[src/rtl/spad_pkg.sv]
// constants shared by the serial port and address detect block
`default_nettype none
package spad_pkg;
    // register byte addresses
    localparam logic [7:0] ADDR_CTRL = 8'h00;
    localparam logic [7:0] ADDR_STATUS = 8'h04;
    localparam logic [7:0] ADDR_TXDATA = 8'h08;
    localparam logic [7:0] ADDR_STA_LO = 8'h0C;
    localparam logic [7:0] ADDR_STA_HI = 8'h10;
    localparam logic [7:0] ADDR_TAG = 8'h14;
    localparam logic [7:0] ADDR_COUNT = 8'h18;
    // control fields
    localparam int CB_AUTO = 0;
    localparam int CB_SERIAL = 1;
    localparam int CB_FCS = 2;
    localparam int CB_EXTDET = 3;
    localparam int CB_TAGGING = 14;
    localparam logic [31:0] CTRL_RESET = 32'h00000005;
    localparam logic [31:0] CTRL_MASK = 32'h0000400F;
    // status fields and the transmit data last bit
    localparam int SB_TXBUSY = 0;
    localparam int SB_HOLD = 1;
    localparam int SB_SERIAL = 2;
    localparam int SB_NIBBLE = 3;
    localparam int SB_INFRAME = 4;
    localparam int SB_COLL = 8;
    localparam int SB_UNDER = 9;
    localparam int SB_ACC = 10;
    localparam int SB_REJ = 11;
    localparam int TXD_LAST = 8;
    // frame constants
    localparam logic [7:0] PRE_BYTE = 8'h55;
    localparam logic [7:0] SFD_BYTE = 8'hD5;
    localparam logic [7:0] BCAST_BYTE = 8'hFF;
    localparam logic [3:0] SFD_NIB = 4'hD;
    localparam logic [2:0] PRE_LAST = 3'h6;
    localparam logic [2:0] SFD_IDX = 3'h7;
    localparam logic [2:0] ADDR_LEN = 3'h6;
    localparam logic [4:0] FCS_LAST = 5'h1F;
    localparam logic [31:0] CRC_INIT = 32'hFFFFFFFF;
    localparam logic [31:0] CRC_POLY = 32'hEDB88320;
    typedef enum logic [1:0] {RX_IDLE, RX_HUNT, RX_ARM, RX_DATA} spad_rx_t;
    typedef enum logic [1:0] {TX_IDLE, TX_PRE, TX_DATA, TX_FCS} spad_tx_t;
endpackage
`default_nettype wire

[src/rtl/spad_top.sv]
// serial network port with external address detection, apb registers
//
// Decided for this implementation: the APB interface to the registers and the register addresses.
`default_nettype none
// Summary of operation
// - serial receive data is sampled on receive clock rises while valid high
// - transmit activity is paced by the transceiver transmit clock rises
// - transmit sends preamble, start delimiter, payload and optional check
// - transmit data counts only while transmit valid is high
// - frame rejected if internal match fails or external reject is low
// - byte strobe rises after second one of start delimiter, four bits
// - byte strobe then toggles every four bits, rising on byte starts
// - decoded serial output carries the whole received stream, preamble included
// - nibble mode strobe rises one receive clock after delimiter seen
// - nibble mode strobe toggles every nibble, marking each byte start
// - byte strobe is inactive outside frame reception
// - serial mode drives decoded data synchronous to decoded clock output
// - nibble port selected: decoded data and clock outputs stay static
// - detect and tagging on, serial: tag from nibble data0 and valid pins
// - detect and tagging on, nibble: tag from decoded data and clock pins
// - collision input flags collisions in serial mode only, pin shared with nibble collision
// - serial transmit pins double as nibble data0, enable and clock
// - automatic selection picks nibble port when management line rests high
// - serial port active only with automatic selection off, chosen by hand
module spad_top
    import spad_pkg::*;
(
    input wire logic core_clk, // core clock
    input wire logic srst, // synchronous reset
    input wire logic psel, // apb select
    input wire logic penable, // apb enable
    input wire logic pwrite, // apb direction
    input wire logic [7:0] paddr, // apb byte address
    input wire logic [31:0] pwdata, // apb write data
    output logic [31:0] prdata, // apb read data
    output logic pready, // apb ready
    output logic pslverr, // apb error
    input wire logic serial_transmit_clock, // transceiver tx clock
    output logic serial_transmit_data, // tx bit stream
    output logic serial_transmit_valid, // tx enable
    input wire logic serial_receive_clock, // rx clock
    input wire logic serial_receive_data, // rx data, nibble rx error
    input wire logic serial_receive_valid, // rx enable
    input wire logic serial_collision_in, // collision
    input wire logic external_reject_n, // external reject
    output logic frame_byte_strobe, // byte delimiter strobe
    input wire logic decoded_rx_serial_in, // decoded data pin in
    output logic decoded_rx_serial_out, // decoded data pin out
    output logic decoded_rx_serial_oe, // decoded data pin drive
    input wire logic decoded_rx_clock_in, // decoded clock pin in
    output logic decoded_rx_clock_out, // decoded clock pin out
    output logic decoded_rx_clock_oe, // decoded clock pin drive
    input wire logic nibble_rx_valid, // nibble rx valid
    input wire logic [3:0] nibble_rx_data, // nibble rx data
    input wire logic mdio_in // management data level
);
    logic [13:0] pins_s;
    logic txc_d, rxc_d;
    logic [31:0] ctrl, sta_lo, sta_hi, rx_tag;
    logic [15:0] acc_cnt, rej_cnt;
    logic coll_st, under_st, acc_st, rej_st;
    logic [7:0] hold_byte;
    logic hold_last, hold_full;
    spad_rx_t rx_state;
    logic rx_prev, sta_hit, bc_hit, ext_rej;
    logic [2:0] rx_cnt, byte_idx;
    logic [7:0] rx_byte;
    logic [15:0] tag_shift;
    spad_tx_t tx_state;
    logic [7:0] tx_sh;
    logic [2:0] tx_bit, tx_pre_n;
    logic [4:0] tx_fcs_n;
    logic tx_last, tx_underrun;
    logic [31:0] crc;
    logic [31:0] status_word;

    function automatic logic [31:0] crc_step(input logic [31:0] c,
                                             input logic b);
        crc_step = {1'b0, c[31:1]} ^ ((c[0] ^ b) ? CRC_POLY : 32'h0);
    endfunction

    function automatic logic [7:0] sta_byte(input logic [47:0] a,
                                            input logic [2:0] i);
        sta_byte = a[i*8 +: 8];
    endfunction

    // every pin level crosses through two flops
    spad_sync #(.W(14)) u_sync (
        .core_clk(core_clk),
        .srst(srst),
        .async_in({serial_transmit_clock, serial_receive_clock,
                   serial_receive_data, serial_receive_valid,
                   serial_collision_in, external_reject_n, mdio_in,
                   nibble_rx_valid, nibble_rx_data,
                   decoded_rx_serial_in, decoded_rx_clock_in}),
        .sync_out(pins_s)
    );
    wire txc_s = pins_s[13];
    wire rxc_s = pins_s[12];
    wire rxd_s = pins_s[11];
    wire serial_receive_valid_s = pins_s[10];
    wire col_s = pins_s[9];
    wire ear_s = pins_s[8];
    wire mdio_s = pins_s[7];
    wire ndv_s = pins_s[6];
    wire [3:0] nrxd_s = pins_s[5:2];
    wire srd_in_s = pins_s[1];
    wire decoded_rx_clock_out_in_s = pins_s[0];

    // port selection
    wire auto_sel = ctrl[CB_AUTO];
    wire man_serial = ctrl[CB_SERIAL];
    wire ext_det = ctrl[CB_EXTDET];
    wire tag_on = ext_det & ctrl[CB_TAGGING];
    wire serial_act = ~auto_sel & man_serial;
    wire nibble_act = auto_sel ? mdio_s : ~man_serial;

    // edge finders on the synchronised clock levels
    always_ff @(posedge core_clk) begin
        if (srst) begin
            txc_d <= 1'b0;
            rxc_d <= 1'b0;
        end else begin
            txc_d <= txc_s;
            rxc_d <= rxc_s;
        end
    end
    wire tx_edge = txc_s & ~txc_d;
    wire rx_edge = rxc_s & ~rxc_d;

    // apb decode; one wait state so every answer comes from a flop
    wire apb_acc = psel & penable & ~pready;
    wire wr_en = psel & penable & pready & pwrite;
    wire hit_ctrl = paddr == ADDR_CTRL;
    wire hit_stat = paddr == ADDR_STATUS;
    wire hit_txd = paddr == ADDR_TXDATA;
    wire hit_lo = paddr == ADDR_STA_LO;
    wire hit_hi = paddr == ADDR_STA_HI;
    wire hit_tag = paddr == ADDR_TAG;
    wire hit_cnt = paddr == ADDR_COUNT;
    wire mapped = hit_ctrl | hit_stat | hit_txd | hit_lo | hit_hi |
                  hit_tag | hit_cnt;
    wire [31:0] rd_mux = hit_ctrl ? ctrl :
                         hit_stat ? status_word :
                         hit_lo ? sta_lo :
                         hit_hi ? sta_hi :
                         hit_tag ? rx_tag :
                         hit_cnt ? {rej_cnt, acc_cnt} : 32'h0;
    wire [31:0] st_clr = (wr_en & hit_stat) ? pwdata : 32'h0;

    // status word assembled by field name
    always_comb begin
        status_word = 32'h0;
        status_word[SB_TXBUSY] = tx_state != TX_IDLE;
        status_word[SB_HOLD] = hold_full;
        status_word[SB_SERIAL] = serial_act;
        status_word[SB_NIBBLE] = nibble_act;
        status_word[SB_INFRAME] = rx_state == RX_DATA;
        status_word[SB_COLL] = coll_st;
        status_word[SB_UNDER] = under_st;
        status_word[SB_ACC] = acc_st;
        status_word[SB_REJ] = rej_st;
    end

    // apb answer flops
    always_ff @(posedge core_clk) begin
        if (srst) begin
            pready <= 1'b0;
            prdata <= 32'h0;
            pslverr <= 1'b0;
        end else begin
            pready <= apb_acc;
            prdata <= (apb_acc & ~pwrite) ? rd_mux : 32'h0;
            pslverr <= apb_acc & ~mapped;
        end
    end

    // software written configuration
    always_ff @(posedge core_clk) begin
        if (srst) begin
            ctrl <= CTRL_RESET;
            sta_lo <= 32'h0;
            sta_hi <= 32'h0;
        end else if (wr_en) begin
            if (hit_ctrl) ctrl <= pwdata & CTRL_MASK;
            if (hit_lo) sta_lo <= pwdata;
            if (hit_hi) sta_hi <= {16'h0, pwdata[15:0]};
        end
    end

    // receive side decode, shared by serial and nibble ports
    wire rx_act = serial_act ? serial_receive_valid_s : (nibble_act & ndv_s);
    wire rx_step = rx_edge & rx_act;
    wire sfd_ser = serial_act & rxd_s & rx_prev;
    wire sfd_nib = nibble_act & ~rxd_s & (nrxd_s == SFD_NIB);
    wire [2:0] rx_inc = serial_act ? 3'h1 : 3'h4;
    wire [2:0] next_cnt = rx_cnt + rx_inc;
    wire [7:0] next_byte = serial_act ? {rxd_s, rx_byte[7:1]} :
                                        {nrxd_s, rx_byte[7:4]};
    wire data_step = rx_step & (rx_state == RX_DATA);
    wire byte_done = data_step & (next_cnt == 3'h0);
    wire commit = (rx_state == RX_DATA) & ~rx_act;
    wire reject_now = ~(sta_hit | bc_hit) | (byte_idx < ADDR_LEN) |
                      ext_rej | ~ear_s;
    wire [47:0] sta_addr = {sta_hi[15:0], sta_lo};

    // receive framing and byte strobe
    always_ff @(posedge core_clk) begin
        if (srst) begin
            rx_state <= RX_IDLE;
            frame_byte_strobe <= 1'b0;
            rx_prev <= 1'b0;
            rx_cnt <= 3'h0;
        end else if (rx_state != RX_IDLE && !rx_act) begin
            rx_state <= RX_IDLE;
            frame_byte_strobe <= 1'b0;
        end else if (rx_step) begin
            unique case (rx_state)
                RX_IDLE: begin
                    rx_state <= RX_HUNT;
                    rx_prev <= 1'b0;
                end
                RX_HUNT: begin
                    rx_prev <= rxd_s;
                    if (sfd_ser) begin
                        rx_state <= RX_DATA;
                        frame_byte_strobe <= ext_det;
                        rx_cnt <= 3'h0;
                    end else if (sfd_nib) begin
                        rx_state <= RX_ARM;
                    end
                end
                RX_ARM: begin
                    rx_state <= RX_DATA;
                    frame_byte_strobe <= ext_det;
                    rx_cnt <= 3'h0;
                end
                RX_DATA: begin
                    rx_cnt <= next_cnt;
                    // high on first half of each byte
                    frame_byte_strobe <= ext_det & ~next_cnt[2];
                end
            endcase
        end
    end

    // byte assembly and address compare
    always_ff @(posedge core_clk) begin
        if (srst) begin
            rx_byte <= 8'h0;
            byte_idx <= 3'h0;
            sta_hit <= 1'b1;
            bc_hit <= 1'b1;
            ext_rej <= 1'b0;
        end else if (rx_step && rx_state == RX_IDLE) begin
            byte_idx <= 3'h0;
            sta_hit <= 1'b1;
            bc_hit <= 1'b1;
            ext_rej <= 1'b0;
        end else begin
            if (rx_state != RX_IDLE && !ear_s) ext_rej <= 1'b1;
            if (data_step) rx_byte <= next_byte;
            if (byte_done && byte_idx < ADDR_LEN) begin
                byte_idx <= byte_idx + 3'h1;
                sta_hit <= sta_hit &
                           (next_byte == sta_byte(sta_addr, byte_idx));
                bc_hit <= bc_hit & (next_byte == BCAST_BYTE);
            end
        end
    end

    // frame tag capture; pins swap with the selected port
    // serial: nibble data0 and valid
    wire tag_d = nibble_act ? srd_in_s : nrxd_s[0];
    wire tag_e = nibble_act ? decoded_rx_clock_out_in_s : ndv_s;
    always_ff @(posedge core_clk) begin
        if (srst) begin
            tag_shift <= 16'h0;
            rx_tag <= 32'h0;
        end else if (rx_step && rx_state == RX_IDLE) begin
            tag_shift <= 16'h0;
        end else begin
            if (rx_edge && tag_on && tag_e) begin
                tag_shift <= {tag_shift[14:0], tag_d};
            end
            if (commit) rx_tag <= {16'h0, tag_shift};
        end
    end

    // frame counters and sticky flags, a set beats a clear
    always_ff @(posedge core_clk) begin
        if (srst) begin
            acc_cnt <= 16'h0;
            rej_cnt <= 16'h0;
            acc_st <= 1'b0;
            rej_st <= 1'b0;
            coll_st <= 1'b0;
            under_st <= 1'b0;
        end else begin
            if (commit && !reject_now) acc_cnt <= acc_cnt + 16'h1;
            if (commit && reject_now) rej_cnt <= rej_cnt + 16'h1;
            acc_st <= (acc_st & ~st_clr[SB_ACC]) | (commit & ~reject_now);
            rej_st <= (rej_st & ~st_clr[SB_REJ]) | (commit & reject_now);
            coll_st <= (coll_st & ~st_clr[SB_COLL]) | (col_s & serial_act);
            under_st <= (under_st & ~st_clr[SB_UNDER]) | tx_underrun;
        end
    end

    // decoded receive outputs; static in nibble mode, released only with tagging on
    always_ff @(posedge core_clk) begin
        if (srst) begin
            decoded_rx_serial_out <= 1'b0;
            decoded_rx_clock_out <= 1'b0;
            decoded_rx_serial_oe <= 1'b0;
            decoded_rx_clock_oe <= 1'b0;
        end else if (serial_act) begin
            decoded_rx_serial_oe <= 1'b1;
            decoded_rx_clock_oe <= 1'b1;
            decoded_rx_clock_out <= rxc_d;
            if (rx_step) decoded_rx_serial_out <= rxd_s;
        end else begin
            decoded_rx_serial_out <= 1'b0;
            decoded_rx_clock_out <= 1'b0;
            decoded_rx_serial_oe <= ~(nibble_act & tag_on);
            decoded_rx_clock_oe <= ~(nibble_act & tag_on);
        end
    end

    // transmit holding register, one byte deep, no queue behind it
    wire need_byte = tx_edge & (tx_bit == 3'h7) & ~col_s &
                     ((tx_state == TX_PRE && tx_pre_n == SFD_IDX) ||
                      (tx_state == TX_DATA && !tx_last));
    wire tx_load = need_byte & hold_full;
    assign tx_underrun = need_byte & ~hold_full;
    always_ff @(posedge core_clk) begin
        if (srst) begin
            hold_full <= 1'b0;
            hold_byte <= 8'h0;
            hold_last <= 1'b0;
        end else if (tx_load) begin
            hold_full <= 1'b0;
        end else if (wr_en && hit_txd && !hold_full) begin
            hold_full <= 1'b1;
            hold_byte <= pwdata[7:0];
            hold_last <= pwdata[TXD_LAST];
        end
    end

    // transmit shifter
    // paced by transmit clock rises
    wire tx_byte_end = tx_bit == 3'h7;
    wire [31:0] crc_next = crc_step(crc, tx_sh[0]);
    always_ff @(posedge core_clk) begin
        if (srst) begin
            tx_state <= TX_IDLE;
            serial_transmit_data <= 1'b0;
            serial_transmit_valid <= 1'b0;
            tx_sh <= 8'h0;
            tx_bit <= 3'h0;
            tx_pre_n <= 3'h0;
            tx_fcs_n <= 5'h0;
            tx_last <= 1'b0;
            crc <= CRC_INIT;
        end else if (tx_edge) begin
            if (tx_state == TX_IDLE || col_s) begin
                tx_state <= TX_IDLE;
                serial_transmit_valid <= 1'b0;
                serial_transmit_data <= 1'b0;
                if (tx_state == TX_IDLE && hold_full && serial_act) begin
                    tx_state <= TX_PRE;
                    tx_sh <= PRE_BYTE;
                    tx_bit <= 3'h0;
                    tx_pre_n <= 3'h0;
                    crc <= CRC_INIT;
                end
            end else begin
                // pin also nibble data bit 0
                serial_transmit_valid <= 1'b1;
                serial_transmit_data <= (tx_state == TX_FCS) ? ~crc[0] :
                                                               tx_sh[0];
                tx_bit <= tx_bit + 3'h1;
                tx_sh <= {1'b0, tx_sh[7:1]};
                if (tx_state == TX_DATA) crc <= crc_next;
                if (tx_state == TX_FCS) crc <= {1'b0, crc[31:1]};
                if (tx_state == TX_FCS) tx_fcs_n <= tx_fcs_n + 5'h1;
                if (tx_state == TX_FCS && tx_fcs_n == FCS_LAST) begin
                    tx_state <= TX_IDLE;
                end
                if (tx_byte_end && tx_state == TX_PRE) begin
                    tx_pre_n <= tx_pre_n + 3'h1;
                    tx_sh <= (tx_pre_n == PRE_LAST) ? SFD_BYTE : PRE_BYTE;
                end
                if (tx_byte_end && tx_state == TX_DATA && tx_last) begin
                    tx_state <= ctrl[CB_FCS] ? TX_FCS : TX_IDLE;
                    tx_fcs_n <= 5'h0;
                end
                if (tx_load) begin
                    tx_state <= TX_DATA;
                    tx_sh <= hold_byte;
                    tx_last <= hold_last;
                end
                if (tx_underrun) tx_state <= TX_IDLE;
            end
        end
    end

    // checks beside the logic they guard
    a_rx_sample_valid: assert property (@(posedge core_clk) disable iff (srst)
        data_step |-> serial_receive_valid_s | ndv_s)
        else $error("receive bit taken without valid");
    a_tx_on_clock: assert property (@(posedge core_clk) disable iff (srst)
        $changed(serial_transmit_valid) |-> $past(tx_edge))
        else $error("tx enable moved off a tx clock rise");
    a_tx_first_bit: assert property (@(posedge core_clk) disable iff (srst)
        $rose(serial_transmit_valid) |-> serial_transmit_data)
        else $error("preamble did not start with a one");
    a_tx_idle_zero: assert property (@(posedge core_clk) disable iff (srst)
        !serial_transmit_valid |-> !serial_transmit_data)
        else $error("tx data high while not valid");
    a_reject_ext: assert property (@(posedge core_clk) disable iff (srst)
        commit && !ear_s |=> rej_st && !$stable(rej_cnt))
        else $error("external reject did not discard frame");
    a_strobe_sfd: assert property (@(posedge core_clk) disable iff (srst)
        rx_step && rx_state == RX_HUNT && sfd_ser && ext_det
        |=> frame_byte_strobe && rx_state == RX_DATA)
        else $error("strobe missed start delimiter");
    a_strobe_fall: assert property (@(posedge core_clk) disable iff (srst)
        data_step && rx_act && rx_cnt == 3'h3 |=> !frame_byte_strobe)
        else $error("strobe not low after four bits");
    a_nibble_toggle: assert property (@(posedge core_clk) disable iff (srst)
        data_step && nibble_act && ext_det && rx_act
        |=> frame_byte_strobe != $past(frame_byte_strobe))
        else $error("nibble strobe did not toggle");
    a_strobe_idle: assert property (@(posedge core_clk) disable iff (srst)
        rx_state == RX_IDLE |-> !frame_byte_strobe)
        else $error("strobe active outside a frame");
    a_srd_static: assert property (@(posedge core_clk) disable iff (srst)
        !serial_act ##1 !serial_act |-> !decoded_rx_clock_out &&
        !decoded_rx_serial_out)
        else $error("decoded outputs moved in nibble mode");
    a_port_manual: assert property (@(posedge core_clk) disable iff (srst)
        serial_act |-> !auto_sel && !nibble_act)
        else $error("serial port active under auto select");
endmodule
`default_nettype wire

[src/rtl/spad_sync.sv]
// two-stage synchroniser for pin inputs
`default_nettype none
module spad_sync #(
    parameter int W = 1
) (
    input wire logic core_clk, // core clock
    input wire logic srst, // synchronous reset
    input wire logic [W-1:0] async_in, // raw pin levels
    output logic [W-1:0] sync_out // levels in core domain
);
    logic [W-1:0] meta;

    // first stage feeds only the second
    always_ff @(posedge core_clk) begin
        if (srst) begin
            meta <= '0;
            sync_out <= '0;
        end else begin
            meta <= async_in;
            sync_out <= meta;
        end
    end
endmodule
`default_nettype wire

[config.mk]
export PLATFORM = sky130hd
export DESIGN_NAME = spad_top
export DESIGN_NICKNAME = d
export VERILOG_FILES = /design/src/rtl/spad_pkg.sv /design/src/rtl/spad_top.sv /design/src/rtl/spad_sync.sv
export SDC_FILE = /design/constraint.sdc
export NUM_CORES = 1
export LEC_CHECK = 0
export BUFFER_PORTS_ARGS = -buffer_cell sky130_fd_sc_hd__buf_2
export CAP_MARGIN = 20
export CORE_MARGIN = 5
export CORE_UTILIZATION = 45
export DETAILED_ROUTE_END_ITERATION = 8
export GPL_TIMING_DRIVEN = 0
export HOLD_SLACK_MARGIN = 0.1
export PLACE_DENSITY = 0.68
export SLEW_MARGIN = 20
export SYNTH_ARGS = -nofsm -noshare
export SYNTH_HDL_FRONTEND = slang
export SYNTH_HIERARCHICAL = 1
export SYNTH_SLANG_ARGS = --single-unit
export TNS_END_PERCENT = 1
[constraint.sdc]
create_clock -name core_clk -period 4.24 [get_ports core_clk]
set_input_delay 0.636 -clock core_clk [delete_from_list [all_inputs] [get_ports core_clk]]
set_output_delay 0.636 -clock core_clk [all_outputs]
set_load 0.05 [all_outputs]
==> results.tsv <==
stage	metric	value	unit
die	Top Ports	100	
clock_network	Post-CTS Setup Inserts	0	
clock_network	CTS tree	yes	
worst_setup_path	Buf/Inv on CP	2	
place	routability cong.	0.995	
die	chip height	171	um
timing	Hold Vio Cnt, Final	0	
finish	final instance area	13700	sq um
place	IO buf count	99	
die	die width	171	um
worst_setup_path	worst endpoint data arrival time	3130	ps
finish	most frequent cells in the layout	dfxtp_1, nand2_1, nor2_1	
finish	Net count, final	1585	
timing	Tmin final	2700	ps
timing	final setup vio count	0	
place	HPWL after DPL	25300	um
die	initial core utilization	0.454	
worst_setup_path	CP Max Fanout	10	
synth	FF+latch count, synth	274	
clock_network	CTS Hold Buffers Added	0	
power_and_ir_drop	Power Density	399	nW/um^2
drt	Via density	5.38	
power_and_ir_drop	Tot Pwr	5.45	mW
worst_setup_path	Worst path slowest cell	nor2_1	
clock_network	CTS buffer count	30	
global_route	first-pass GRT wire length	52400	um
die	area of the core	25800	sq um
worst_setup_path	CP Capture Type	flip-flop	
worst_setup_path	Largest delay share family, worst path	buffers and inverters	
synth	Gate Count Post-Synth	1379	
global_route	initial antenna violation count	0	
worst_setup_path	reg-to-reg startpoint	rx_state[1]	
power_and_ir_drop	Peak VDD IR	0.000364	V
global_route	GRT Overall Usage	0.223	
synth	sequential share of the synthesized area	0.468	
die	Die ar.	29400	sq um
run	# Max-Cap Violations	0	
finish	ANT cells	0	
finish	fill count	2466	
synth	Main synth FF type	dfxtp_1	
synth	Syn Area/Cell	8.51	sq um
timing	final worst slack	1540	ps
synth	Synth warnings	6	
status	outcome	completed	
worst_setup_path	CP Data Required Time	4670	ps
finish	Area growth syn-to-layout	16.6	%
clock_network	Root Driver	clkbuf_16	
timing	final slew viol count	0	
timing	final critical-path share of the clock period	0.637	
worst_setup_path	CP peak stage delay	520	ps
global_route	GRT overflow	0	
synth	syn_nets	1454	
drt	drt first pass iters	5	
clock_network	post-cts resize count	0	
min_path	HP Start	nibble_rx_data[3]	
clock_network	Clock Path Buffers	3	
timing	max_slew headroom	0.310	
drt	final WL	33500	um
die	cell row count	59	
power_and_ir_drop	leak pwr	4.96	nW
min_path	Tightest Hold Check Type	input pin to flip-flop	
drt	DR iter-0 viols	975	
finish	share of cells above drive strength 1	0.136	
place	Setup WS pre-CTS	1130	ps
finish	most common cell after layout, fill and taps aside	dfxtp_1	
timing	TNS Setup	0	ps
synth	Netlist Area Pre-Place	11700	sq um
worst_setup_path	crit path kind	flip-flop to flip-flop	
timing	Fmax	370	MHz
timing	RSZ-0062 raised after global routing	no	
clock_network	CTS Sinks	274	
drt	Vias	10042	
worst_setup_path	CP cell instances	ha_1 -> clkbuf_1 -> o211ai_2 -> clkbuf_1 -> nor2_1 -> nand4_1 -> xor2_1 -> nor2_1	
global_route	number of global-route vias before repair	9536	
synth	Cell variety after synth	75	
worst_setup_path	start point of the critical path	rx_state[1]	
drt	post-DR wirelength/cell	17.9	um
clock_network	total number of H-tree levels	1	
global_route	largest net degree at the start of global routing	16	
synth	number of flops mapped to enable cells by yosys	0	
clock_network	clock latency on the worst-skew pair	560	ps
timing	Setup Skew	8.11	ps
drt	post-route antenna net violation count	0	
drt	DRC viols	0	
clock_network	Worst-path clk slew	60	ps
worst_setup_path	CP startpoint kind	flip-flop	
synth	FFs w/ async S/R, synth	0	
timing	Worst-Margin Slew	1020	ps
place	placed cell areas	12600	sq um
logic make-up after synthesis:
group	share of synthesized area
AOI/OAI and AO/OA	0.133
xor gates and xnor gates	0.0329
adders and majority gates	0.0171
buffers and inverters	0.0447
DFF	0.468
muxes	0.0664
and+or+nand+nor	0.238
flip-flops by register name, indices dropped and copies added (netlist names), 3 cells and up:
register	count
ctrl	5
sta_lo	32
tag_shift	16
tx_bit	3
u_sync/meta	14
tx_fcs_n	5
hold_byte	8
tx_sh	8
byte_idx	3
rx_cnt	3
sta_hi	16
u_sync/sync_out	14
rx_byte	7
rej_cnt	16
prdata	32
tx_pre_n	3
rx_tag	16
crc	32
acc_cnt	16
worst paths after layout:
check / slack [ps] / end / cells past startpoint
setup reg to reg: 1540 / rej_cnt[3] / 8
setup / recovery: 1540 / rej_cnt[3] / 8
hold / removal: 290 / u_sync/meta[5] / 2
hold reg to reg: 440 / u_sync/sync_out[1] / 1
cell usage after synthesis (3+ instances only):
library cell	instances	share of area
dfxtp_1	274	0.47
nand2_1	198	0.063
nor2_1	183	0.059
a21oi_1	114	0.049
mux2i_1	68	0.058
clkbuf_1	55	0.018
o21ai_0	45	0.019
nor2b_1	39	0.021
nor3_1	32	0.014
inv_1	31	0.0099
a22oi_1	27	0.017
xor2_1	27	0.020
nand3_1	24	0.010
buf_2	20	0.0085
nand4_1	19	0.010
o22ai_1	19	0.010
xnor2_1	17	0.013
ha_1	16	0.017
nand2b_1	12	0.0064
or3_1	11	0.0059
nor4_1	10	0.0053
and3_1	9	0.0048
and2b_2	8	0.0060
o21bai_1	8	0.0051
o21ai_1	7	0.0030
a211oi_1	6	0.0038
a31oi_1	6	0.0032
and2_1	6	0.0032
buf_4	5	0.0032
o221ai_1	5	0.0037
buf_1	4	0.0013
buf_6	4	0.0038
nor3b_1	4	0.0026
or3b_1	4	0.0030
a21o_1	3	0.0019
a221oi_1	3	0.0022
and3b_1	3	0.0022
nor3_2	3	0.0026
or2_1	3	0.0016
power by group:
group | switching, mW | internal [mW] | leakage [nW]
logic | 0.114 | 0.0576 | 2.25
clock network | 1.08 | 1.60 | 0.493
registers | 0.00749 | 2.59 | 2.21
metrics by stage:
step           utilization  hold WS, ps  cells
3_5_place_dp         0.489          422   1813
5_1_grt              0.529          272   1868
4_1_cts              0.529          273   1868
3_3_place_gp         0.489          422   1813
2_1_floorplan            -          414   1379
6_report             0.529          290   1868
layer usage:
layer  track usage  routed length, um  share of wire  vias to the layer above
met5             0                  0              0                        -
met4        0.0630                946          0.028                        0
met3        0.0303               2280          0.068                       59
met2         0.366              15300           0.46                      317
met1         0.310              14900           0.45                     4718
li1              -                  -              -                     4948
final cells by class:
class / instances / area (sq um) / share of cell area
Buffer: 88 / 404 / 0.0296
Clock buffer: 40 / 818 / 0.0599
Clock inverter: 15 / 204 / 0.0149
Inverter: 32 / 120 / 0.00879
Multi-Input combinational cell: 985 / 5720 / 0.419
Sequential cell: 274 / 5490 / 0.401
Tap cell: 335 / 419 / 0.0307
Timing Repair Buffer: 99 / 495 / 0.0362
Power figures use the tool's default switching activity.
